`config.mk`:
```
export PLATFORM = sky130hd
export DESIGN_NAME = acr_result_select
export DESIGN_NICKNAME = d
export VERILOG_FILES = /design/src/pkg/acr_pkg.sv /design/src/core/acr_result_select.sv /design/src/core/acr_chan_decode.sv /design/src/core/acr_justify.sv
export SDC_FILE = /design/constraint.sdc
export NUM_CORES = 1
export LEC_CHECK = 0
export BUFFER_PORTS_ARGS = -buffer_cell sky130_fd_sc_hd__buf_2
export CAP_MARGIN = 10
export CORE_UTILIZATION = 38
export CTS_CLUSTER_DIAMETER = 200
export DETAILED_ROUTE_END_ITERATION = 6
export GPL_TIMING_DRIVEN = 0
export PLACE_DENSITY = 0.59
export SYNTH_ARGS = -nofsm -noshare
export SYNTH_HDL_FRONTEND = slang
export SYNTH_SLANG_ARGS = --single-unit
```
`constraint.sdc`:
```
create_clock -name clk -period 2.67 [get_ports clk]
set_clock_uncertainty 0.05 [all_clocks]
set_input_delay 0.4005 -clock clk [delete_from_list [all_inputs] [get_ports clk]]
set_output_delay 0.4005 -clock clk [all_outputs]
set_load 0.02 [all_outputs]
```
`src/pkg/acr_pkg.sv`:
```
// Package for the converter result and input-select block
package acr_pkg;

	// ========================================
	// Register map
	localparam logic [3:0] ACR_ADDR_INSEL  = 4'h0;
	localparam logic [3:0] ACR_ADDR_HISEL  = 4'h1;
	localparam logic [3:0] ACR_ADDR_RESLO  = 4'h2;
	localparam logic [3:0] ACR_ADDR_RESHI  = 4'h3;
	localparam logic [3:0] ACR_ADDR_STATUS = 4'h4;
	localparam logic [3:0] ACR_ADDR_MASK   = 4'h5;
	localparam logic [3:0] ACR_ADDR_ACTIVE = 4'h6;

	// ========================================
	// Field positions and reset values
	localparam int         ACR_REF_HI      = 7;
	localparam int         ACR_REF_LO      = 6;
	localparam int         ACR_LADJ_BIT    = 5;
	localparam int         ACR_CH_HI       = 4;
	localparam logic [7:0] ACR_INSEL_RESET = 8'h00;
	localparam int         ACR_RES_W       = 10;
	localparam int         ACR_NUM_EVT     = 2;

	// ========================================
	// Codes
	localparam logic [9:0] ACR_SE_MAX   = 10'h3ff;
	localparam logic [9:0] ACR_DIFF_MAX = 10'h1ff;
	localparam logic [9:0] ACR_DIFF_MIN = 10'h200;

	typedef enum logic [1:0] {
		ACR_REF_EXT,
		ACR_REF_SUPPLY,
		ACR_REF_RSVD,
		ACR_REF_INT256
	} acr_ref_e;

	typedef enum {
		ACR_ST_IDLE,
		ACR_ST_BUSY
	} acr_state_e;

	typedef struct packed {
		logic       valid;
		logic       diff;
		logic [2:0] pos;
		logic [2:0] neg;
		logic [7:0] gain;
	} acr_route_s;

	typedef struct packed {
		acr_ref_e   ref_sel;
		logic [5:0] chan;
	} acr_setting_s;

endpackage : acr_pkg

```
`src/core/acr_result_select.sv`:
```
// Input-select register, settings latch and result formatting
`timescale 1ns/1ps
module acr_result_select
	import acr_pkg::*;
#(
	parameter int RES_W = ACR_RES_W
)(
	// Clock and reset
	input  wire logic        clk,
	input  wire logic        resetn,
	// Register port
	input  wire logic [3:0]  addr,
	input  wire logic [7:0]  wdata,
	input  wire logic        wr,
	input  wire logic        rd,
	output logic      [7:0]  rdata,
	// Converter core
	input  wire logic        conv_start,
	input  wire logic        conv_done,
	input  wire logic [10:0] conv_raw,
	// Applied settings, done flag and interrupt
	output logic      [1:0]  ref_sel,
	output acr_route_s       route,
	output logic             conv_done_flag,
	output logic             irq
);

	// Coding logic is fixed at ten bits
	if (RES_W != ACR_RES_W) begin : g_bad_res_w
		$error("acr_result_select supports only a 10-bit result");
	end

	// ========================================
	// Registers
	logic [7:0]   insel_reg;
	logic         hisel_reg;
	acr_setting_s applied_reg;
	acr_state_e   state_reg;
	logic [9:0]   result_reg;
	logic [1:0]   status_reg;
	logic [1:0]   mask_reg;
	logic         done_pulse_reg;
	logic         ref_bad;

	acr_route_s   route_c;
	acr_route_s   route_reg;
	logic [9:0]   coded;
	logic [7:0]   res_lo;
	logic [7:0]   res_hi;
	logic         insel_wr;
	logic         busy;
	logic [1:0]   ref_field;
	logic [5:0]   chan_code;

	assign insel_wr = wr && addr == ACR_ADDR_INSEL;
	assign busy     = state_reg == ACR_ST_BUSY;
	assign ref_bad  = applied_reg.ref_sel == ACR_REF_RSVD;
	assign ref_field = insel_reg[ACR_REF_HI:ACR_REF_LO];
	assign chan_code = {hisel_reg, insel_reg[ACR_CH_HI:0]};

	// ========================================
	// Software registers
	always_ff @(posedge clk or negedge resetn) begin
		if (!resetn) begin
			insel_reg <= ACR_INSEL_RESET;
			hisel_reg <= 1'b0;
			mask_reg  <= 2'h0;
		end else if (wr) begin
			if (addr == ACR_ADDR_INSEL) begin
				insel_reg <= wdata;
			end else if (addr == ACR_ADDR_HISEL) begin
				hisel_reg <= wdata[0];
			end else if (addr == ACR_ADDR_MASK) begin
				mask_reg <= wdata[1:0];
			end
		end
	end

	// ========================================
	// Conversion state
	always_ff @(posedge clk or negedge resetn) begin
		if (!resetn) begin
			state_reg <= ACR_ST_IDLE;
		end else begin
			case (state_reg)
				ACR_ST_IDLE: begin
					if (conv_start) begin
						state_reg <= ACR_ST_BUSY;
					end
				end
				ACR_ST_BUSY: begin
					if (conv_done) begin
						state_reg <= ACR_ST_IDLE;
					end
				end
				default: state_reg <= ACR_ST_IDLE;
			endcase
		end
	end

	// Applied settings follow the register only while idle or at the end
	always_ff @(posedge clk or negedge resetn) begin
		if (!resetn) begin
			applied_reg <= '{ACR_REF_EXT, 6'h00};
		end else if (!busy || conv_done) begin
			applied_reg.ref_sel <= acr_ref_e'(ref_field);
			applied_reg.chan    <= chan_code;
		end
	end

	acr_chan_decode u_decode (
		.chan  (applied_reg.chan),
		.route (route_c)
	);

	always_ff @(posedge clk or negedge resetn) begin
		if (!resetn) begin
			route_reg <= '0;
			ref_sel   <= 2'h0;
		end else begin
			route_reg <= route_c;
			ref_sel   <= applied_reg.ref_sel;
		end
	end
	assign route = route_reg;

	// ========================================
	// Result coding
	// Raw input is a signed 11-bit scaled value for differential pairs
	always_comb begin
		if (route_reg.diff) begin
			if ($signed(conv_raw) > $signed({1'b0, ACR_DIFF_MAX})) begin
				coded = ACR_DIFF_MAX;
			end else if ($signed(conv_raw) < -$signed(11'sd512)) begin
				coded = ACR_DIFF_MIN;
			end else begin
				coded = conv_raw[9:0];
			end
		end else if (conv_raw[10]) begin
			coded = 10'h000;
		end else begin
			coded = conv_raw[9:0];
		end
	end

	always_ff @(posedge clk or negedge resetn) begin
		if (!resetn) begin
			result_reg     <= 10'h000;
			done_pulse_reg <= 1'b0;
		end else begin
			done_pulse_reg <= busy && conv_done;
			if (busy && conv_done) begin
				result_reg <= coded;
			end
		end
	end

	acr_justify u_justify (
		.result   (result_reg),
		.left_adj (insel_reg[ACR_LADJ_BIT]),
		.lo       (res_lo),
		.hi       (res_hi)
	);

	// ========================================
	// Sticky status: bit0 done, bit1 reserved reference used
	logic [1:0] evt;
	assign evt = {done_pulse_reg && ref_bad, done_pulse_reg};

	always_ff @(posedge clk or negedge resetn) begin
		if (!resetn) begin
			status_reg <= 2'h0;
		end else begin
			for (int i = 0; i < ACR_NUM_EVT; i++) begin
				if (evt[i]) begin
					status_reg[i] <= 1'b1;
				end else if (wr && addr == ACR_ADDR_STATUS && wdata[i]) begin
					status_reg[i] <= 1'b0;
				end
			end
		end
	end

	always_ff @(posedge clk or negedge resetn) begin
		if (!resetn) begin
			irq            <= 1'b0;
			conv_done_flag <= 1'b0;
		end else begin
			irq            <= |(status_reg & mask_reg);
			conv_done_flag <= status_reg[0];
		end
	end

	// ========================================
	// Read port
	always_ff @(posedge clk or negedge resetn) begin
		if (!resetn) begin
			rdata <= 8'h00;
		end else if (rd) begin
			if (addr == ACR_ADDR_INSEL) begin
				rdata <= insel_reg;
			end else if (addr == ACR_ADDR_HISEL) begin
				rdata <= {7'h00, hisel_reg};
			end else if (addr == ACR_ADDR_RESLO) begin
				rdata <= res_lo;
			end else if (addr == ACR_ADDR_RESHI) begin
				rdata <= res_hi;
			end else if (addr == ACR_ADDR_STATUS) begin
				rdata <= {6'h00, status_reg};
			end else if (addr == ACR_ADDR_MASK) begin
				rdata <= {6'h00, mask_reg};
			end else if (addr == ACR_ADDR_ACTIVE) begin
				rdata <= {applied_reg.ref_sel, busy, applied_reg.chan[4:0]};
			end else begin
				rdata <= 8'h00;
			end
		end else begin
			rdata <= 8'h00;
		end
	end

	// ========================================
	// Checks
	a_settings_hold: assert property (@(posedge clk)
		disable iff (!resetn) busy && !conv_done |=> $stable(applied_reg))
		else $error("settings changed during conversion");

	a_result_capture: assert property (@(posedge clk)
		disable iff (!resetn)
		busy && conv_done |=> result_reg == $past(coded))
		else $error("result not captured at conversion end");

	a_done_flag: assert property (@(posedge clk)
		disable iff (!resetn) busy && conv_done |-> ##3 conv_done_flag)
		else $error("done flag not raised");

	a_status_set: assert property (@(posedge clk)
		disable iff (!resetn) done_pulse_reg |=> status_reg[0])
		else $error("done event lost to a clear");

	a_diff_range: assert property (@(posedge clk)
		disable iff (!resetn)
		route_reg.diff && $signed(conv_raw) > 11'sd511 |-> coded == 10'h1ff)
		else $error("positive clamp wrong");

	a_diff_neg: assert property (@(posedge clk)
		disable iff (!resetn)
		route_reg.diff && $signed(conv_raw) < -11'sd512 |-> coded == 10'h200)
		else $error("negative clamp wrong");

	a_diff_pass: assert property (@(posedge clk)
		disable iff (!resetn)
		route_reg.diff && $signed(conv_raw) >= -11'sd512
		&& $signed(conv_raw) <= 11'sd511 |-> coded == conv_raw[9:0])
		else $error("differential code wrong");

	a_se_floor: assert property (@(posedge clk)
		disable iff (!resetn)
		!route_reg.diff && conv_raw[10] |-> coded == 10'h000)
		else $error("single-ended floor wrong");

	a_se_pass: assert property (@(posedge clk)
		disable iff (!resetn)
		!route_reg.diff && !conv_raw[10] |-> coded == conv_raw[9:0])
		else $error("single-ended code wrong");

	a_justify_now: assert property (@(posedge clk)
		disable iff (!resetn) rd && addr == ACR_ADDR_RESHI && insel_reg[5]
		|=> rdata == $past(result_reg[9:2]))
		else $error("left justify not immediate");

	a_left_low: assert property (@(posedge clk)
		disable iff (!resetn) rd && addr == ACR_ADDR_RESLO && insel_reg[5]
		|=> rdata == {$past(result_reg[1:0]), 6'h00})
		else $error("left justified low byte wrong");

	a_right_low: assert property (@(posedge clk)
		disable iff (!resetn) rd && addr == ACR_ADDR_RESLO && !insel_reg[5]
		|=> rdata == $past(result_reg[7:0]))
		else $error("right justified low byte wrong");

	a_sign_bit: assert property (@(posedge clk)
		disable iff (!resetn) rd && addr == ACR_ADDR_RESHI && !insel_reg[5]
		|=> rdata == {6'h00, $past(result_reg[9:8])})
		else $error("sign bit misplaced");

	a_chan_form: assert property (@(posedge clk)
		disable iff (!resetn)
		!busy |=> applied_reg.chan == $past({hisel_reg, insel_reg[4:0]}))
		else $error("channel code not formed");

	a_ref_follow: assert property (@(posedge clk)
		disable iff (!resetn)
		!busy |=> ##1 ref_sel == $past(insel_reg[7:6], 2))
		else $error("reference not applied");

	a_reserved_flag: assert property (@(posedge clk)
		disable iff (!resetn) done_pulse_reg && ref_bad |=> status_reg[1])
		else $error("reserved reference not flagged");

	a_unused_codes: assert property (@(posedge clk)
		disable iff (!resetn)
		applied_reg.chan inside {6'h02, 6'h03, 6'h08, 6'h0a}
		|=> !route_reg.valid)
		else $error("unavailable code routed");

	a_se_route: assert property (@(posedge clk)
		disable iff (!resetn)
		applied_reg.chan inside {6'h00, 6'h01, [6'h04:6'h07]}
		|=> route_reg.valid && !route_reg.diff
		&& route_reg.pos == $past(applied_reg.chan[2:0]))
		else $error("single-ended route wrong");

	a_gain_10: assert property (@(posedge clk)
		disable iff (!resetn)
		applied_reg.chan == 6'h09 |=> route_reg.diff && route_reg.pos == 3'h1
		&& route_reg.neg == 3'h0 && route_reg.gain == 8'h0a)
		else $error("gain 10 pair wrong");

	a_gain_200: assert property (@(posedge clk)
		disable iff (!resetn)
		applied_reg.chan == 6'h0b |=> route_reg.diff && route_reg.pos == 3'h1
		&& route_reg.neg == 3'h0 && route_reg.gain == 8'hc8)
		else $error("gain 200 not applied");

	a_gain_1: assert property (@(posedge clk)
		disable iff (!resetn)
		applied_reg.chan == 6'h10 |=> route_reg.diff && route_reg.pos == 3'h0
		&& route_reg.neg == 3'h1 && route_reg.gain == 8'h01)
		else $error("gain 1 pair wrong");

	a_irq_level: assert property (@(posedge clk)
		disable iff (!resetn) (|(status_reg & mask_reg)) |=> irq)
		else $error("interrupt not raised");

	a_rdata_idle: assert property (@(posedge clk)
		disable iff (!resetn) !rd |=> rdata == 8'h00)
		else $error("read data not cleared");

	c_conv_done: cover property (@(posedge clk) disable iff (!resetn)
		busy && conv_done);
	c_diff_done: cover property (@(posedge clk) disable iff (!resetn)
		busy && conv_done && route_reg.diff);
	c_write_busy: cover property (@(posedge clk) disable iff (!resetn)
		busy && insel_wr);
	c_irq: cover property (@(posedge clk) disable iff (!resetn) irq);

endmodule : acr_result_select

```
`src/core/acr_chan_decode.sv`:
```
// Channel code decoder: inputs and gain
`timescale 1ns/1ps
module acr_chan_decode
	import acr_pkg::*;
(
	// Code in
	input  wire logic [5:0] chan,
	// Route out
	output acr_route_s      route
);

	always_comb begin
		route = '0;
		if (chan == 6'h00 || chan == 6'h01) begin
			route.valid = 1'b1;
			route.pos   = chan[2:0];
		end else if (chan >= 6'h04 && chan <= 6'h07) begin
			route.valid = 1'b1;
			route.pos   = chan[2:0];
		end else if (chan == 6'h09) begin
			route = '{1'b1, 1'b1, 3'h1, 3'h0, 8'h0a};
		end else if (chan == 6'h0b) begin
			route = '{1'b1, 1'b1, 3'h1, 3'h0, 8'hc8};
		end else if (chan == 6'h10) begin
			route = '{1'b1, 1'b1, 3'h0, 3'h1, 8'h01};
		end
	end

endmodule : acr_chan_decode

```
`src/core/acr_justify.sv`:
```
// Result justification onto two byte registers
`timescale 1ns/1ps
module acr_justify
	import acr_pkg::*;
(
	// Result in
	input  wire logic [9:0] result,
	input  wire logic       left_adj,
	// Bytes out
	output logic      [7:0] lo,
	output logic      [7:0] hi
);

	always_comb begin
		if (left_adj) begin
			hi = result[9:2];
			lo = {result[1:0], 6'h00};
		end else begin
			lo = result[7:0];
			hi = {6'h00, result[9:8]};
		end
	end

endmodule : acr_justify

```
==> impl_metrics.csv <==
group,metric,value,unit
status,status,"complete, but fails checks",
status,failed_checks,"DRC",
layout,final_area,0.00305,mm^2
worst_setup_path,path_class,"in2reg",
cts,clkTransAtPathRegs,0.09,ns
placed_design,detailed_place_hpwl,3910,um
timing,fmax,618,MHz
synth,ys_async_sr_fraction,100,%
grt,grt_start_max_net_pins,55,
grt,grt_pass1_wl,8740,um
layout,area_growth,19.3,%
synth,syn_inst,240,
layout,largest_register_ffs,10,
cts,clk_latency,0.30,ns
worst_setup_path,worstPathMaxFanout,8,
cts,cts_setup_buffers,0,
worst_setup_path,reg2reg_from,"state_reg[0]$_DFFE_PN0P_",
run,max_cap_violations,0,
power_and_ir_drop,powerDensity,704,mW/mm^2
placed_design,io_buffers,51,
synth,synth_warnings,0,
detailed_routing,vias,1936,
synth,synth_area_per_cell,10.7,um^2
timing,max_slew_margin,64.8,%
floorplan,coreArea,0.00642,mm^2
synth,syn_area,0.00256,mm^2
worst_setup_path,cp.arrival,1.76,ns
layout,nNetsFinal,332,
power_and_ir_drop,p_leak,1.46,nW
synth,ys_seq_elements,54,
floorplan,die_height,84.1,um
worst_setup_path,cp-end-kind,"flip-flop",
cts,max-clock-path-buffers,2,
worst_setup_path,start_kind,"input port",
power_and_ir_drop,total_power,2.15,mW
layout,final_common_cell,"buf_2",
layout,drive_gt1_share,30.3,%
detailed_routing,routed_via_density,5.08,
grt,overflow,0,
synth,synth.distinct_cells,44,
worst_hold_path,holdCritPathClass,"in2async",
cts,h-tree-depth,2,
timing,layout_min_cycle_time,1.62,ns
synth,synth-edff-count,0,
cts,cts_tree,"built",
layout,diodes,0,
floorplan,ios,57,
detailed_routing,drtPass1Iterations,6,
cts,cts.sinks,54,
placed_design,placed_cell_area,0.00293,mm^2
placed_design,gp_congestion,0.873,
timing,setup_ws,1.05,ns
worst_setup_path,timing.rr.end,"applied_reg[3]$_DFFE_PN0P_",
detailed_routing,drtIter0Drc,131,
timing,slew_viol_final,0,
cts,cts_resized,0,
grt,antenna_found_initial,0,
timing,setup_viol,0,
floorplan,die_w,84.1,um
timing,max_slew.worst_pin.slew,0.528,ns
cts,holdBufCountCts,0,
floorplan,rows,29,
floorplan,start_util,39.9,%
cts,cts_buffers,5,
detailed_routing,ant_nets,0,
placed_design,dp_slack,0.751,ns
detailed_routing,wl,5320,um
grt,grt_pass1_vias,1762,
timing,grt_setup_unrepaired,"no",
timing,finalSetupTns,0,ns
detailed_routing,wire_per_inst,14.0,um
cts,cts-root-buf,"clkbuf_8",
grt,grt_util_all_layers,15.9,%
worst_setup_path,crit_required,2.81,ns
worst_setup_path,rrSetupSlack,1.08,ns
floorplan,die_area,0.00707,mm^2
synth,ys_seq_area_share,52.8,%
power_and_ir_drop,irDropWorstVdd,214,uV
synth,ys.flop_type,"dfrtp_1",
timing,post-route-period-util,60.6,%
detailed_routing,remaining_drc_errors,8,
timing,timing.final.hold_violations,0,
worst_setup_path,r2r_cells,3,
layout,layout_common_cells,"buf_2, dfrtp_1, nand2_1",
-- layer usage --
metal	vias up	track usage [%]	share of wire, %
met5	-	0	0
met4	0	5.64	0.45
met3	2	3.56	4.5
met2	61	24.4	47
met1	920	22.1	48
li1	953	-	-
-- worst max-delay path: stages --
cell	delay [ns]
buf_2	0.12
nor4_2	0.44
nand2_1	0.41
mux2_2	0.38
-- logic make-up after synthesis --
family | share of synthesized area (%)
buffers and inverters | 6.99
AO/OA/AOI/OAI | 13.4
AND/OR/NAND/NOR | 13.7
other | 0.146
adder cells (fa/ha/maj) | 3.52
multiplexers | 9.43
flip-flops | 52.8
-- report_power, final --
group | switching (mW) | leakage (nW) | internal [mW] | total, mW
clock | 0.249 | 0.0524 | 0.281 | 0.530
sequential | 0.118 | 0.687 | 0.976 | 1.09
combinational | 0.290 | 0.721 | 0.235 | 0.525
total | 0.657 | 1.46 | 1.49 | 2.15
-- Yosys cell counts (4+ instances only) --
master     n  share of area, %
nand2_1   24               3.5
nor2_1     9               1.3
nor2b_1    5               1.2
maj3_1     9               3.5
clkbuf_1   7               1.0
dfrtp_1   54                53
mux2_2    17               7.5
o32a_1     4               1.6
buf_2      5              0.98
buf_4      8               2.3
inv_1     18               2.6
o21ai_0   18               3.5
nand3_1    5              0.98
mux2i_1    5               2.0
and2_1     4              0.98
a21oi_1    6               1.2
a22oi_1    7               2.1
-- how the worst max path moves through the flow --
stage | depth (start not counted) | slack, ns | from | end
after global routing | 3 | 1.02 | state_reg[0]$_DFFE_PN0P_ | applied_reg[3]$_DFFE_PN0P_
after global placement | 4 | 0.75 | addr[1] | insel_reg[4]$_DFFE_PN0P_
after floorplan | 5 | 1.21 | addr[1] | mask_reg[0]$_DFFE_PN0P_
after detailed placement | 4 | 0.75 | addr[1] | insel_reg[0]$_DFFE_PN0P_
final | 4 | 1.05 | addr[1] | insel_reg[7]$_DFFE_PN0P_
after CTS | 4 | 1.08 | addr[1] | insel_reg[7]$_DFFE_PN0P_
-- metrics by stage --
stage          hold WS [ns]  utilization, %  cells
2_1_floorplan        0.0549               -    244
3_3_place_gp          0.352            45.6    372
3_5_place_dp          0.358            45.6    372
4_1_cts               0.264            47.2    380
5_1_grt              0.0360            47.5    381
6_report             0.0159            47.5    381
-- final cells by class --
| cell class | instances | area, um^2 |
|---|---|---|
| sequential | 54 | 1350 |
| fill | 666 | 3370 |
| inverter | 18 | 67.6 |
| timing repair buffer | 52 | 275 |
| clock buffer | 7 | 76.3 |
| buffer | 20 | 111 |
| multi-input combinational | 152 | 1040 |
| tap | 77 | 96.3 |
| clock inverter | 1 | 30.0 |
No activity file was read; power rests on OpenSTA's default activity.
